[config.mk]
export PLATFORM = sky130hd
export DESIGN_NAME = nvac_access_ctrl
export DESIGN_NICKNAME = d
export VERILOG_FILES = /design/src/verilog/nvac_access_ctrl.v
export VERILOG_INCLUDE_DIRS = /design/src /design/src/verilog
export SDC_FILE = /design/constraint.sdc
export NUM_CORES = 1
export LEC_CHECK = 0
export ABC_CLOCK_PERIOD_IN_PS = 3200
export BUFFER_PORTS_ARGS = -buffer_cell sky130_fd_sc_hd__buf_2
export CORE_ASPECT_RATIO = 1.1
export CORE_UTILIZATION = 45
export DETAILED_ROUTE_END_ITERATION = 16
export PLACE_DENSITY = 0.64
export SLEW_MARGIN = 20
export SYNTH_ARGS = -nofsm -noshare
export SYNTH_HDL_FRONTEND = slang
export SYNTH_SLANG_ARGS = --single-unit
[constraint.sdc]
create_clock -name clock -period 3.2 [get_ports clock]
set_input_delay 0.48 -clock clock [delete_from_list [all_inputs] [get_ports clock]]
set_output_delay 0.48 -clock clock [all_outputs]
set_load 0.05 [all_outputs]
[src/verilog/nvac_defs.vh]
// constants for the non-volatile store access controller
`ifndef NVAC_DEFS_VH
`define NVAC_DEFS_VH

////////////////////////////////////////////////////////////////////////////////
// register placement
`define NVAC_DIRECT_BANK  2'h0
`define NVAC_CTRL_BANK    2'h1
`define NVAC_ADDR_OFS     8'h1e
`define NVAC_DATA_OFS     8'h1f
`define NVAC_CTRL_OFS     8'h40

////////////////////////////////////////////////////////////////////////////////
// control register fields
`define NVAC_RD_BIT       0
`define NVAC_READ_PERMIT_BIT     1
`define NVAC_WR_BIT       2
`define NVAC_WRITE_PERMIT_BIT     3
`define NVAC_CTRL_RST     1'b0
`define NVAC_CTRL_PAD     4'h0

////////////////////////////////////////////////////////////////////////////////
// misc values
`define NVAC_ZERO8        8'h00
`define NVAC_ZERO16       16'h0000
`define NVAC_ONE16        16'h0001
`define NVAC_LFSR_SEED    8'ha5
`define NVAC_JITTER_PAD   12'h000

////////////////////////////////////////////////////////////////////////////////
// sequencer states
`define NVAC_ST_IDLE      2'h0
`define NVAC_ST_READ      2'h1
`define NVAC_ST_WRITE     2'h2

`endif

[src/verilog/nvac_access_ctrl.v]
// byte-wide read and write sequencer for the internal non-volatile data store
//
// Functional notes
// single-byte access via address, data, control
// address 6 or 7 bits, upper zero
// control at 40h, bank one, indirect only
// address and data directly in bank zero
// write permit low inhibits all writes
// write trigger holds high until cycle ends
// write trigger ignored without prior permit
// read permit low inhibits all reads
// read trigger starts read, self-clears
// read trigger ignored without prior permit
// software never sets both triggers together
// fetched byte held until next operation
// software sets permit, address, then polls
// software loads address and data first
// software sets trigger right after permit
// software masks interrupts around write start
// write time from free-running asynchronous timer
// reset clears permits and triggers
// write end sets flag and shared flag
// data loaded when read trigger clears
`timescale 1ns/1ps
`include "nvac_defs.vh"

module nvac_access_ctrl #(
  parameter        ADDR_W      = 7,
  parameter [15:0] READ_CYCLES = 16'h0002,
  parameter [15:0] WRITE_MIN   = 16'h0040
) (
  input  wire       clock,
  input  wire       nrst,
  input  wire [1:0] bank_select,
  input  wire [7:0] sfr_addr,
  input  wire       sfr_indirect,
  input  wire       sfr_wr,
  input  wire       sfr_rd,
  input  wire [7:0] sfr_wdata,
  input  wire       write_complete_clear,
  input  wire       shared_irq_serviced,
  output reg  [7:0] sfr_rdata,
  output reg        write_complete_flag,
  output reg        shared_irq_flag,
  output reg        nv_busy
);

  localparam DEPTH = 1 << ADDR_W;

  // state codes kept binary, one shared encoding
  localparam [1:0] ST_IDLE  = `NVAC_ST_IDLE;
  localparam [1:0] ST_READ  = `NVAC_ST_READ;
  localparam [1:0] ST_WRITE = `NVAC_ST_WRITE;

  ////////////////////////////////////////////////////////////////////////////
  // storage and registers

  reg  [7:0]        store [0:DEPTH-1];
  reg  [ADDR_W-1:0] nv_address;
  reg  [7:0]        nv_data;
  reg               write_permit;
  reg               write_trigger;
  reg               read_permit;
  reg               read_trigger;
  reg  [1:0]        state;
  reg  [15:0]       cnt;
  reg  [ADDR_W-1:0] op_addr;
  reg  [7:0]        op_data;
  reg  [7:0]        lfsr;
  reg               next_write_permit;
  reg               next_read_permit;
  reg               next_write_trigger;
  reg               next_read_trigger;
  reg  [1:0]        next_state;
  reg  [15:0]       next_cnt;
  reg               next_busy;
  reg               next_write_complete_flag;
  reg               next_shared_irq_flag;
  reg  [7:0]        next_rdata;

  ////////////////////////////////////////////////////////////////////////////
  // decode

  wire direct_bank = (bank_select == `NVAC_DIRECT_BANK) && !sfr_indirect;
  wire hit_addr    = direct_bank && (sfr_addr == `NVAC_ADDR_OFS);
  wire hit_data    = direct_bank && (sfr_addr == `NVAC_DATA_OFS);
  // control is only visible through the indirect pointer, bank one
  wire hit_ctrl    = sfr_indirect && (bank_select == `NVAC_CTRL_BANK)
                     && (sfr_addr == `NVAC_CTRL_OFS);

  wire ctrl_wr     = sfr_wr && hit_ctrl;
  wire new_wr_trig = sfr_wdata[`NVAC_WR_BIT];
  wire new_rd_trig = sfr_wdata[`NVAC_RD_BIT];

  // permits are taken from the stored bit, so a permit and trigger
  // written by one access do not start anything
  wire start_write = ctrl_wr && new_wr_trig && write_permit
                     && (state == ST_IDLE);
  wire start_read  = ctrl_wr && new_rd_trig && read_permit
                     && (state == ST_IDLE) && !start_write;

  wire [7:0] addr_byte = {{(8-ADDR_W){1'b0}}, nv_address};
  wire [7:0] ctrl_byte = {`NVAC_CTRL_PAD, write_permit, write_trigger,
                          read_permit, read_trigger};

  wire cnt_done   = (cnt == `NVAC_ONE16);
  wire write_end  = (state == ST_WRITE) && cnt_done;
  wire read_end   = (state == ST_READ) && cnt_done;

  // a permit dropped mid-cycle still blocks the final transfer
  wire store_commit = write_end && write_permit;
  wire fetch_commit = read_end && read_permit;

  // jitter stands in for the asynchronous write timer
  wire [15:0] write_len = WRITE_MIN + {`NVAC_JITTER_PAD, lfsr[3:0]};

  ////////////////////////////////////////////////////////////////////////////
  // free-running timer source

  always @(posedge clock or negedge nrst) begin
    if (!nrst) begin
      lfsr <= `NVAC_LFSR_SEED;
    end else begin
      lfsr <= {lfsr[6:0], lfsr[7] ^ lfsr[5] ^ lfsr[4] ^ lfsr[3]};
    end
  end

  ////////////////////////////////////////////////////////////////////////////
  // control register

  always @* begin
    next_write_permit  = write_permit;
    next_read_permit   = read_permit;
    next_write_trigger = write_trigger;
    next_read_trigger  = read_trigger;
    if (ctrl_wr) begin
      next_write_permit = sfr_wdata[`NVAC_WRITE_PERMIT_BIT];
      next_read_permit  = sfr_wdata[`NVAC_READ_PERMIT_BIT];
    end
    // triggers are set only by an accepted start, cleared only here
    if (start_write) begin
      next_write_trigger = 1'h1;
    end else if (write_end) begin
      next_write_trigger = 1'h0;
    end
    if (start_read) begin
      next_read_trigger = 1'h1;
    end else if (read_end) begin
      next_read_trigger = 1'h0;
    end
  end

  always @(posedge clock or negedge nrst) begin
    if (!nrst) begin
      write_permit  <= `NVAC_CTRL_RST;
      read_permit   <= `NVAC_CTRL_RST;
      write_trigger <= `NVAC_CTRL_RST;
      read_trigger  <= `NVAC_CTRL_RST;
    end else begin
      write_permit  <= next_write_permit;
      read_permit   <= next_read_permit;
      write_trigger <= next_write_trigger;
      read_trigger  <= next_read_trigger;
    end
  end

  ////////////////////////////////////////////////////////////////////////////
  // sequencer

  // busy and the triggers move on the same edges, so they always agree
  always @* begin
    next_state = state;
    next_cnt   = cnt;
    next_busy  = nv_busy;
    case (state)
      ST_IDLE: begin
        if (start_write) begin
          next_state = ST_WRITE;
          next_cnt   = write_len;
          next_busy  = 1'h1;
        end else if (start_read) begin
          next_state = ST_READ;
          next_cnt   = READ_CYCLES;
          next_busy  = 1'h1;
        end
      end
      ST_READ, ST_WRITE: begin
        if (cnt_done) begin
          next_state = ST_IDLE;
          next_cnt   = `NVAC_ZERO16;
          next_busy  = 1'h0;
        end else begin
          next_cnt = cnt - `NVAC_ONE16;
        end
      end
      default: begin
        next_state = ST_IDLE;
        next_cnt   = `NVAC_ZERO16;
        next_busy  = 1'h0;
      end
    endcase
  end

  always @(posedge clock or negedge nrst) begin
    if (!nrst) begin
      state   <= ST_IDLE;
      cnt     <= `NVAC_ZERO16;
      nv_busy <= 1'h0;
    end else begin
      state   <= next_state;
      cnt     <= next_cnt;
      nv_busy <= next_busy;
    end
  end

  ////////////////////////////////////////////////////////////////////////////
  // address, data and operand latch

  always @(posedge clock or negedge nrst) begin
    if (!nrst) begin
      nv_address <= {ADDR_W{1'b0}};
      nv_data    <= `NVAC_ZERO8;
      op_addr    <= {ADDR_W{1'b0}};
      op_data    <= `NVAC_ZERO8;
    end else begin
      if (sfr_wr && hit_addr) begin
        nv_address <= sfr_wdata[ADDR_W-1:0];
      end
      // completing read wins over a same-cycle software write
      if (fetch_commit) begin
        nv_data <= store[op_addr];
      end else if (sfr_wr && hit_data) begin
        nv_data <= sfr_wdata;
      end
      // operands frozen at start so a cycle in flight is not disturbed
      if (start_write || start_read) begin
        op_addr <= nv_address;
        op_data <= nv_data;
      end
    end
  end

  ////////////////////////////////////////////////////////////////////////////
  // store array, no reset: contents survive power loss

  always @(posedge clock) begin
    // dropping the write permit mid-cycle abandons the store
    if (store_commit) begin
      store[op_addr] <= op_data;
    end
  end

  ////////////////////////////////////////////////////////////////////////////
  // completion flags, set beats clear

  // servicing clears only the shared flag; software clears its own
  always @* begin
    next_write_complete_flag = write_complete_flag;
    next_shared_irq_flag     = shared_irq_flag;
    if (write_complete_clear) begin
      next_write_complete_flag = 1'h0;
    end
    if (shared_irq_serviced) begin
      next_shared_irq_flag = 1'h0;
    end
    if (write_end) begin
      next_write_complete_flag = 1'h1;
      next_shared_irq_flag     = 1'h1;
    end
  end

  always @(posedge clock or negedge nrst) begin
    if (!nrst) begin
      write_complete_flag <= 1'h0;
      shared_irq_flag     <= 1'h0;
    end else begin
      write_complete_flag <= next_write_complete_flag;
      shared_irq_flag     <= next_shared_irq_flag;
    end
  end

  ////////////////////////////////////////////////////////////////////////////
  // read-back port

  // read data registered so it stands until the next read strobe
  always @* begin
    next_rdata = sfr_rdata;
    if (sfr_rd) begin
      if (hit_addr) begin
        next_rdata = addr_byte;
      end else if (hit_data) begin
        next_rdata = nv_data;
      end else if (hit_ctrl) begin
        next_rdata = ctrl_byte;
      end else begin
        next_rdata = `NVAC_ZERO8;
      end
    end
  end

  always @(posedge clock or negedge nrst) begin
    if (!nrst) begin
      sfr_rdata <= `NVAC_ZERO8;
    end else begin
      sfr_rdata <= next_rdata;
    end
  end

endmodule // nvac_access_ctrl

# == Word-level counts from Yosys, hierarchy flattened ==
# Memories as Yosys holds them, arrays and structs flattened.
# Cells that the tools add are included.
# totals
register_bits,71
ram_bits,1024
input_bits,25
output_inout_bits,11
word_cells,88
n_memories,1
# classes
n_addsub,2
eq_ne,9
mux,27
n_bitwise,3
reduce_logical,31
# mem_list
name,words,width,rd,rd_ports_with_merged_regs,write_ports,line_no,text
store,128,8,1,0,1,nvac_access_ctrl.v:58,reg [7:0] store [0:DEPTH-1];
# ops
op,n
$mux 16,3
$mux 8,4
$pmux 16 s2,1
$logic_and 1x1->1,19
$eq 16x1->1 const B,1
$eq 8x5->1 const B,2
$sub 16x1->16 const B,1
$mux 1,13
$reduce_bool 2->1,5
$add 7x4->8 const A,1
$eq 8x7->1 const B,1
$mux 2,3
$eq 2x1->1 const B,2
$logic_not 2->1,2
$mux 4,1
$pmux 2 s2,1
$ne 3x3->1 const B,1
$xor 1x1->1,3
$eq 2x2->1 const B,1
$logic_not 1->1,2
$ne 2x2->1 const B,1
$pmux 1 s2,1
$reduce_and 2->1,1
$reduce_or 2->1,1
$logic_or 1x1->1,1

# == Depth between registers and ports, before layout ==
# Gate-level depths: netlist of the first run.
# depth
ltp_word,12
mapped_depth,12
depth_no_buf,8

# == Worst setup path after synthesis of the first run ==
# Ideal clock, no wire load.
# synth_path
path_kind,register to register
from,register cnt[7]
to,"memory store[106][0], enable pin"
setup_ns,0.370
t_arrival_ns,2.702
required_time_ns,2.830
slack_ns,0.127
path_stages_with_launch,10
n_path_buf,2
period_less_slack_ns,3.073
path_cell_list,dfrtp_1 or4_4 or4_4 nor3_4 and3_1 buf_4 and2_4 nand2_4 buf_6 nor2_1
# synth_via
elab_chain_len,5
# synth_rtl
item,line_no,text
"start, declared",nvac_access_ctrl.v:66,reg [15:0] cnt;
"start signal, assigned",nvac_access_ctrl.v:207,cnt <= `NVAC_ZERO16;
"start signal, assigned",nvac_access_ctrl.v:211,cnt <= next_cnt;
$eq 16x1->1 (no source line),n/a,
$logic_and 1x1->1,nvac_access_ctrl.v:107,wire write_end = (state == ST_WRITE) && cnt_done;
$logic_and 1x1->1,nvac_access_ctrl.v:111,wire store_commit = write_end && write_permit;
$mux 1,nvac_access_ctrl.v:248,if (store_commit) begin
$mux 1 (implied by the code),nvac_access_ctrl.v:249,store[op_addr] <= op_data;
"end, declared",nvac_access_ctrl.v:58,
# No other way between the ends.

# == Final worst setup path of the first run ==
# layout_path
from,register op_addr[2]
to,register nv_data[5]
# layout_via
elab_chain_len,2
# layout_rtl
item,line_no,text
"start, declared",nvac_access_ctrl.v:67,reg [ADDR_W-1:0] op_addr;
"start signal, assigned",nvac_access_ctrl.v:223,op_addr <= {ADDR_W{1'b0}};
"start signal, assigned",nvac_access_ctrl.v:237,op_addr <= nv_address;
$mem_v2 128x8,n/a,
$mux 8,nvac_access_ctrl.v:230,if (fetch_commit) begin
"end signal, assigned",nvac_access_ctrl.v:222,nv_data <= `NVAC_ZERO8;
"end signal, assigned",nvac_access_ctrl.v:231,nv_data <= store[op_addr];
"end signal, assigned",nvac_access_ctrl.v:233,nv_data <= sfr_wdata;
"end, declared",nvac_access_ctrl.v:60,reg [7:0] nv_data;
# No other way between the ends.
# A chain may end at the register's enable or synchronous reset.

==> metrics, run 1 <==
DR WL/cell 29.14 um; CP Launch Type register; # port buffers 35; Post-synth ARST share 6.484%; CTS max path bufs 3; vias in the first global route 26,860; Boundary Pins 36; total grt overflow 0; crit path kind reg -> reg; die area 98,260 um2; worst min path class in -> reg; first-pass GRT wire length roughly 180,000 um; EDFF count, synth 1,024; Vias/cell 6.233; syn nets about 2,700; worst skew pair latency 0.70 ns; Sequential Power Share 53.8%; CP Data Required Time 3.79 ns; top_reg_cell synth edfxtp_1; GPL Wtd Cong between 0.9 and 1; leakage 16.56 nW; ranking of synthesized cells by area edfxtp_1 70%, dfrtp_1 3.8%, mux2_2 3.5%; unrepaired setup endpoints after global routing yes; Post-DP Area 47,970 um2; Yosys top cell by area edfxtp_1; Root Driver clkbuf_16; f_max between 300 and 400 MHz; Synth warnings 0; mapped cell area 43,660 um2; Detail Placement HPWL 82,430 um; Switching Share 20.46%; Remaining DRCs 0; max-slew violations 0; WHS around 0.042 ns; largest net degree at the start of global routing 130; switching pwr around 5.9 mW; crit path time final 3.161 ns; worst vdd ir approximately 0.00063 V; clock-pin transition on the worst setup and hold timing paths 0.07 ns; CTS tree done; Mean Syn Cell Area ~17 um2; register area share after synthesis 74.52%; final setup TNS 0 ns; Comb pwr share roughly 2.1%; critical path endpoint category register; power per standard cell area approximately 560 nW/um2; diode count 0; CP arrival 3.75 ns; Pint 23.09 mW; crit share post-route 98.78%; post-route cell area 51,680 um2; crit-path max FO 30; final clock skew 0.03656 ns; H-tree depth 3; Final Hold Viols 0; TritonCTS buffer count 106; Yosys top cell area share 70.44%; Worst slew margin 39.49%; via count 27,050; area of the core 95,890 um2; setup violators final 0; Worst-Margin Slew between 0.9 and 1 ns; Die Wd roughly 300 um; most frequent cells after synthesis 1,024 x edfxtp_1, 212 x nor2_1, 134 x a221oi_1, 134 x mux2_2, 123 x mux2i_1; Initial DRT Pass Iterations 9; final core occ 53.90%; synth unique cells 81; count leader, synth edfxtp_1; Fill cells 7,554; Clock power frac 44.1%; GRT Util Overall between 20% and 30%; fin nets 3,008; Area growth syn-to-layout 18.38%; Starting Density 45.53%; CTS Sinks between 1,000 and 1,500; Seq cells post-synth 1,095; DR iter-0 viols 3,724; initial antenna violation count 4; post-synthesis cell count 2,640; final wirelength between 100,000 and 150,000 um; Max-cap violations 0; Die H 328.7 um; Final ANT Viol Nets 0; FP Rows 119; layout cells sized above 1 around a quarter; status finished clean
power groups by stage:
stage / clock network [mW] / registers (mW) / logic [mW]
after floorplan: 0 / 15.9 / 0.432
after global placement: 0 / 15.9 / 0.589
after detailed placement: 0 / 15.9 / 0.611
after CTS: 12.9 / 15.6 / 0.621
after global routing: 13.4 / 15.6 / 0.688
final: 12.8 / 15.6 / 0.620
critical path: stages, from the launching register on:
cell and delay (ns):
dfrtp_4 0.48, buf_12 0.23, nor2b_2 0.19, buf_4 0.20, buf_4 0.15, a221oi_1 0.34
nor2_1 0.10, o311a_1 0.30, o21ai_1 0.24, or4b_1 0.50, o31a_1 0.29
logic make-up (layout without fill, tap and decap cells):
| kind of cell | count (synthesis) | after routing | share of synthesized area [%] |
|---|---|---|---|
| flip-flops | 1095 | 1095 | 74.52 |
| adder cells (fa/ha/maj) | 6 | 6 | 0.1720 |
| AND/OR/NAND/NOR | 427 | 427 | 4.526 |
| AO/OA/AOI/OAI | 598 | 598 | 9.859 |
| multiplexers | 301 | 301 | 8.547 |
| buffers and inverters | 201 | 630 | 2.138 |
| XOR/XNOR | 12 | 12 | 0.2407 |
stage by stage:
stage	total power [mW]	worst slack, ns	instances
after floorplan	16.35	0.1274	2640
after global placement	16.49	-0.1905	4132
after detailed placement	16.52	-0.1700	4132
after CTS	29.15	0.04796	4336
after global routing	29.74	-0.001419	4339
final	29.03	0.03915	4339
flip-flops by register name (all words and copies together), names as in the netlist:
signal	cells
cnt	16
lfsr	8
nv_address	7
nv_busy	1
nv_data	8
op_addr	7
op_data	8
read_permit	1
read_trigger	1
sfr_rdata	8
shared_irq_flag	1
state	2
store	1024
write_complete_flag	1
write_permit	1
write_trigger	1
layer usage:
layer	vias to the layer above	wire length [um]	global-route usage, %
li1	11330	-	-
met4	6	5158	10.40
met1	13760	49470	34.91
met3	278	12300	4.570
met5	-	43	0
met2	1675	59470	40.85
cell usage in the layout (no fill, tap or decap), types with 8 or more instances in the layout:
master,n
buf_4,330
buf_12,43
mux2_2,134
nor2b_1,11
bufinv_16,14
nand3_1,16
a21oi_1,101
clkinv_2,23
nand2_1,86
clkbuf_16,107
nand2b_1,12
o221ai_1,26
o22ai_1,26
edfxtp_1,1024
nor2_1,207
mux2i_1,123
buf_2,34
a221oi_1,134
a211oi_1,13
xnor2_1,8
dfrtp_1,55
dfrtp_4,11
a22o_1,8
a22oi_1,68
inv_1,15
o211ai_1,13
clkinvlp_4,8
o21ai_0,93
a21o_1,16
nor3_1,17
a221o_1,13
a31oi_1,11
mux4_2,44
clkbuf_1,16
clkinv_1,18
a222oi_1,13
final timing paths:
path                                    from             to  slack [ns]  cells after the start
worst max-delay path              op_addr[2]     nv_data[5]        0.04                     10
worst min-delay path            sfr_wdata[4]  nv_address[4]        0.04                      2
worst max register to register    op_addr[2]     nv_data[5]        0.04                     10
worst min register to register       lfsr[6]        lfsr[7]        0.36                      0
max in group asynchronous               nrst        lfsr[0]        2.06                      3
min in group asynchronous               nrst  write_trigger        0.32                      2
cell type report:
class                           instances  area [um2]  area share [%]
Timing Repair Buffer                  412        3577           6.922
Sequential cell                      1095       32570           63.03
Inverter                               18       67.56          0.1307
Clock inverter                         77       853.3           1.651
Tap cell                             1270        1589           3.075
Multi-Input combinational cell       1344       10280           19.89
Clock buffer                          123        2738           5.297
timing repair:
item,in CTS,in global routing
hold buffers,3,0
hold endpoints to repair,46,0
endpoints found under the setup margin,3,33
buffers inserted,1,3
resized for setup,3,8
cloned,0,0
pin swaps,0,2
Note: power is estimated with default switching activity, not from simulation.
==> inputs of run 2 (changes only) <==
- CORE_UTILIZATION: 45 -> 50
- PLACE_DENSITY: 0.64 -> 0.7
==> run 2 against run 1 <==
Effect of this change: clock skew grew 0.0014 ns; power shrank 2.5%; via count grew 0.82%; combinational power grew 1%; global-route usage grew 1.9 points; first-iteration DRC count grew 3.7%; highest routed layer unchanged; maximum frequency shrank 0.17%; register-to-register slack is essentially flat; cell area shrank 0.79%; worst setup slack lost 0.0055 ns; hold slack gained 0.012 ns; critical path depth shrank 1.
==> metrics, run 2 (synthesis gave the netlist of run 1 again) <==
worst min path class in -> reg; max reg flops 1,024 (unchanged); H-tree depth 3 (unchanged); largest net degree at the start of global routing 81 (-38%); Inst Count DP 3,995 (-3.3%); initial antenna violation count 1 (-3); Top delay family on crit path simple AND/OR/NAND/NOR gates; Die Wd 283.7 um (-5.1%); FP Rows 113 (-5.0%); crit-path max FO 8 (-73%); CP arrival 3.54 ns (-0.21 ns); post-route cell area 51,270 um2 (-0.79%); Post-DP Area 47,690 um2 (-0.58%); GRT Util Overall 27.56% (+1.9 points); hold_sp sfr_wdata[4]; most frequent cells in the layout 1,024 x edfxtp_1, 312 x buf_4, 208 x nor2_1; DR iter-0 viols 3,862 (+3.7%); Die H 311.9 um (-5.1%); area of the core 86,390 um2 (-9.9%); total grt overflow 0 (unchanged); first-pass GRT wire length 179,600 um (-2.6%); Root Driver clkbuf_16; CP Launch Type register; Buf+Inv Stages, Crit Path 3 (unchanged); Area growth syn-to-layout 17.44%; leakage 16.41 nW (-0.94%); WHS 0.05437 ns (+0.01200 ns); crit share post-route 98.95% (+0.17 points); final core occ 59.35% (+5.5 points); commonest non-fill, non-tap cell in the layout edfxtp_1; Detail Placement HPWL 78,720 um (-4.5%); clock-pin transition on the worst setup and hold timing paths 0.06 ns (about the same); Worst-Margin Slew 1.018 ns (+0.1101 ns); GPL Wtd Cong 0.9438 (+2.5%); CTS Sinks 1,095 (unchanged); via count 27,270 (+0.82%); reg2reg start cnt[7]; TritonCTS buffer count 104 (-1.9%); setup violators final 0 (unchanged); Final ANT Viol Nets 0 (unchanged); CP max stage delay 0.57 ns (+0.07 ns); Final Power 28.30 mW (-2.5%); crit path time final 3.166 ns (+0.005543 ns); layout cells sized above 1 25.25% (-0.91 points); worst skew pair latency 0.70 ns (about the same); CP Data Required Time 3.58 ns (-0.21 ns); crit path kind reg -> reg; critical path endpoint category register; Initial DRT Pass Iterations 7 (-2); power per standard cell area 551.9 nW/um2 (-1.7%); # port buffers 35 (unchanged); Vias/cell 6.497 (+4.2%); CTS tree done; Max-cap violations 0 (unchanged); Finished Layout Cells 4,197 (-3.3%); Starting Density 50.54% (+5.0 points); DR WL/cell 29.64 um (+1.7%); max-slew violations 0 (unchanged); final wirelength 124,400 um (-1.6%); CTS max path bufs 3 (unchanged); status finished clean; Boundary Pins 36 (unchanged); Final Hold Viols 0 (unchanged); CP max stage cell or4_4; Remaining DRCs 0 (unchanged); f_max 315.8 MHz (-0.17%); Cell Chain, Critical Path or4_4 > or4_4 > nor3_4 > and3_1 > buf_12 > nand3_2 > buf_4 > nor2_1 > buf_4; biggest regs store x1024, cnt x16; vias in the first global route 26,920 (+0.24%); final clock skew 0.03800 ns (+0.001443 ns); Worst slew margin 32.15% (-7.3 points); Largest Register store; worst vdd ir 0.0005035 V (-21%); fin nets 2,993 (-0.50%); die area 88,500 um2 (-9.9%); Setup crit start cnt[7]
-- run 2: worst reg2reg max path, stage by stage, from the launching register on --
cell,delay [ns]
dfrtp_1,0.40
or4_4,0.57
or4_4,0.44
nor3_4,0.23
and3_1,0.24
buf_12,0.14
nand3_2,0.11
buf_4,0.21
nor2_1,0.27
buf_4,0.24
-- run 2: layout make-up --
cell class / count / area (um2)
tap: 1150 / 1439
timing repair buffer: 398 / 3558
sequential: 1095 / 32570
inverter: 18 / 67.56
clock buffer: 140 / 2801
antenna: 2 / 5.005
fill: 6228 / 35120
multi-input combinational: 1345 / 10310
clock inverter: 49 / 511.7
-- run 2: through the flow --
stage	setup WS, ns	setup TNS, ns
after global routing	-0.01696	-0.01696
after global placement	-0.05894	-0.08116
after CTS	-0.003810	-0.003810
after detailed placement	-0.1195	-0.1888
final	0.03360	0
after floorplan	0.1274	0
-- run 2: what timing repair did --
| action | CTS | global route |
|---|---|---|
| resized for setup | 2 | 14 |
| pin swaps | 0 | 2 |
| setup endpoints to repair | 2 | 12 |
| hold buffers | 3 | 0 |
| endpoints found under the hold margin | 34 | 0 |
| cloned | 1 | 4 |
| setup buffers | 0 | 3 |
-- run 2: where the power goes --
part	leakage (nW)	internal, mW	total [mW]	switching, mW
Clock	1.60	6.74	12.1	5.32
Sequential	9.78	15.5	15.6	0.0936
Combinational	5.02	0.248	0.629	0.381
Total	16.4	22.5	28.3	5.79
-- run 2: worst paths after layout --
| check | endpoint | slack, ns | depth (start not counted) |
|---|---|---|---|
| worst max-delay path | store[61][6] | 0.03 | 9 |
| worst min-delay path | nv_address[4] | 0.05 | 2 |
| worst max register to register | store[61][6] | 0.03 | 9 |
| worst min register to register | lfsr[7] | 0.38 | 0 |
| max in group asynchronous | lfsr[0] | 2.04 | 3 |
| min in group asynchronous | write_permit | 0.42 | 2 |
-- run 2: layer usage --
layer | GRT usage (%) | vias up | wire length, um
met5 | 0 | - | 19
met4 | 14.36 | 4 | 6905
met3 | 5.681 | 388 | 13600
met2 | 42.29 | 1955 | 57310
met1 | 37.39 | 13630 | 46570
li1 | - | 11290 | -
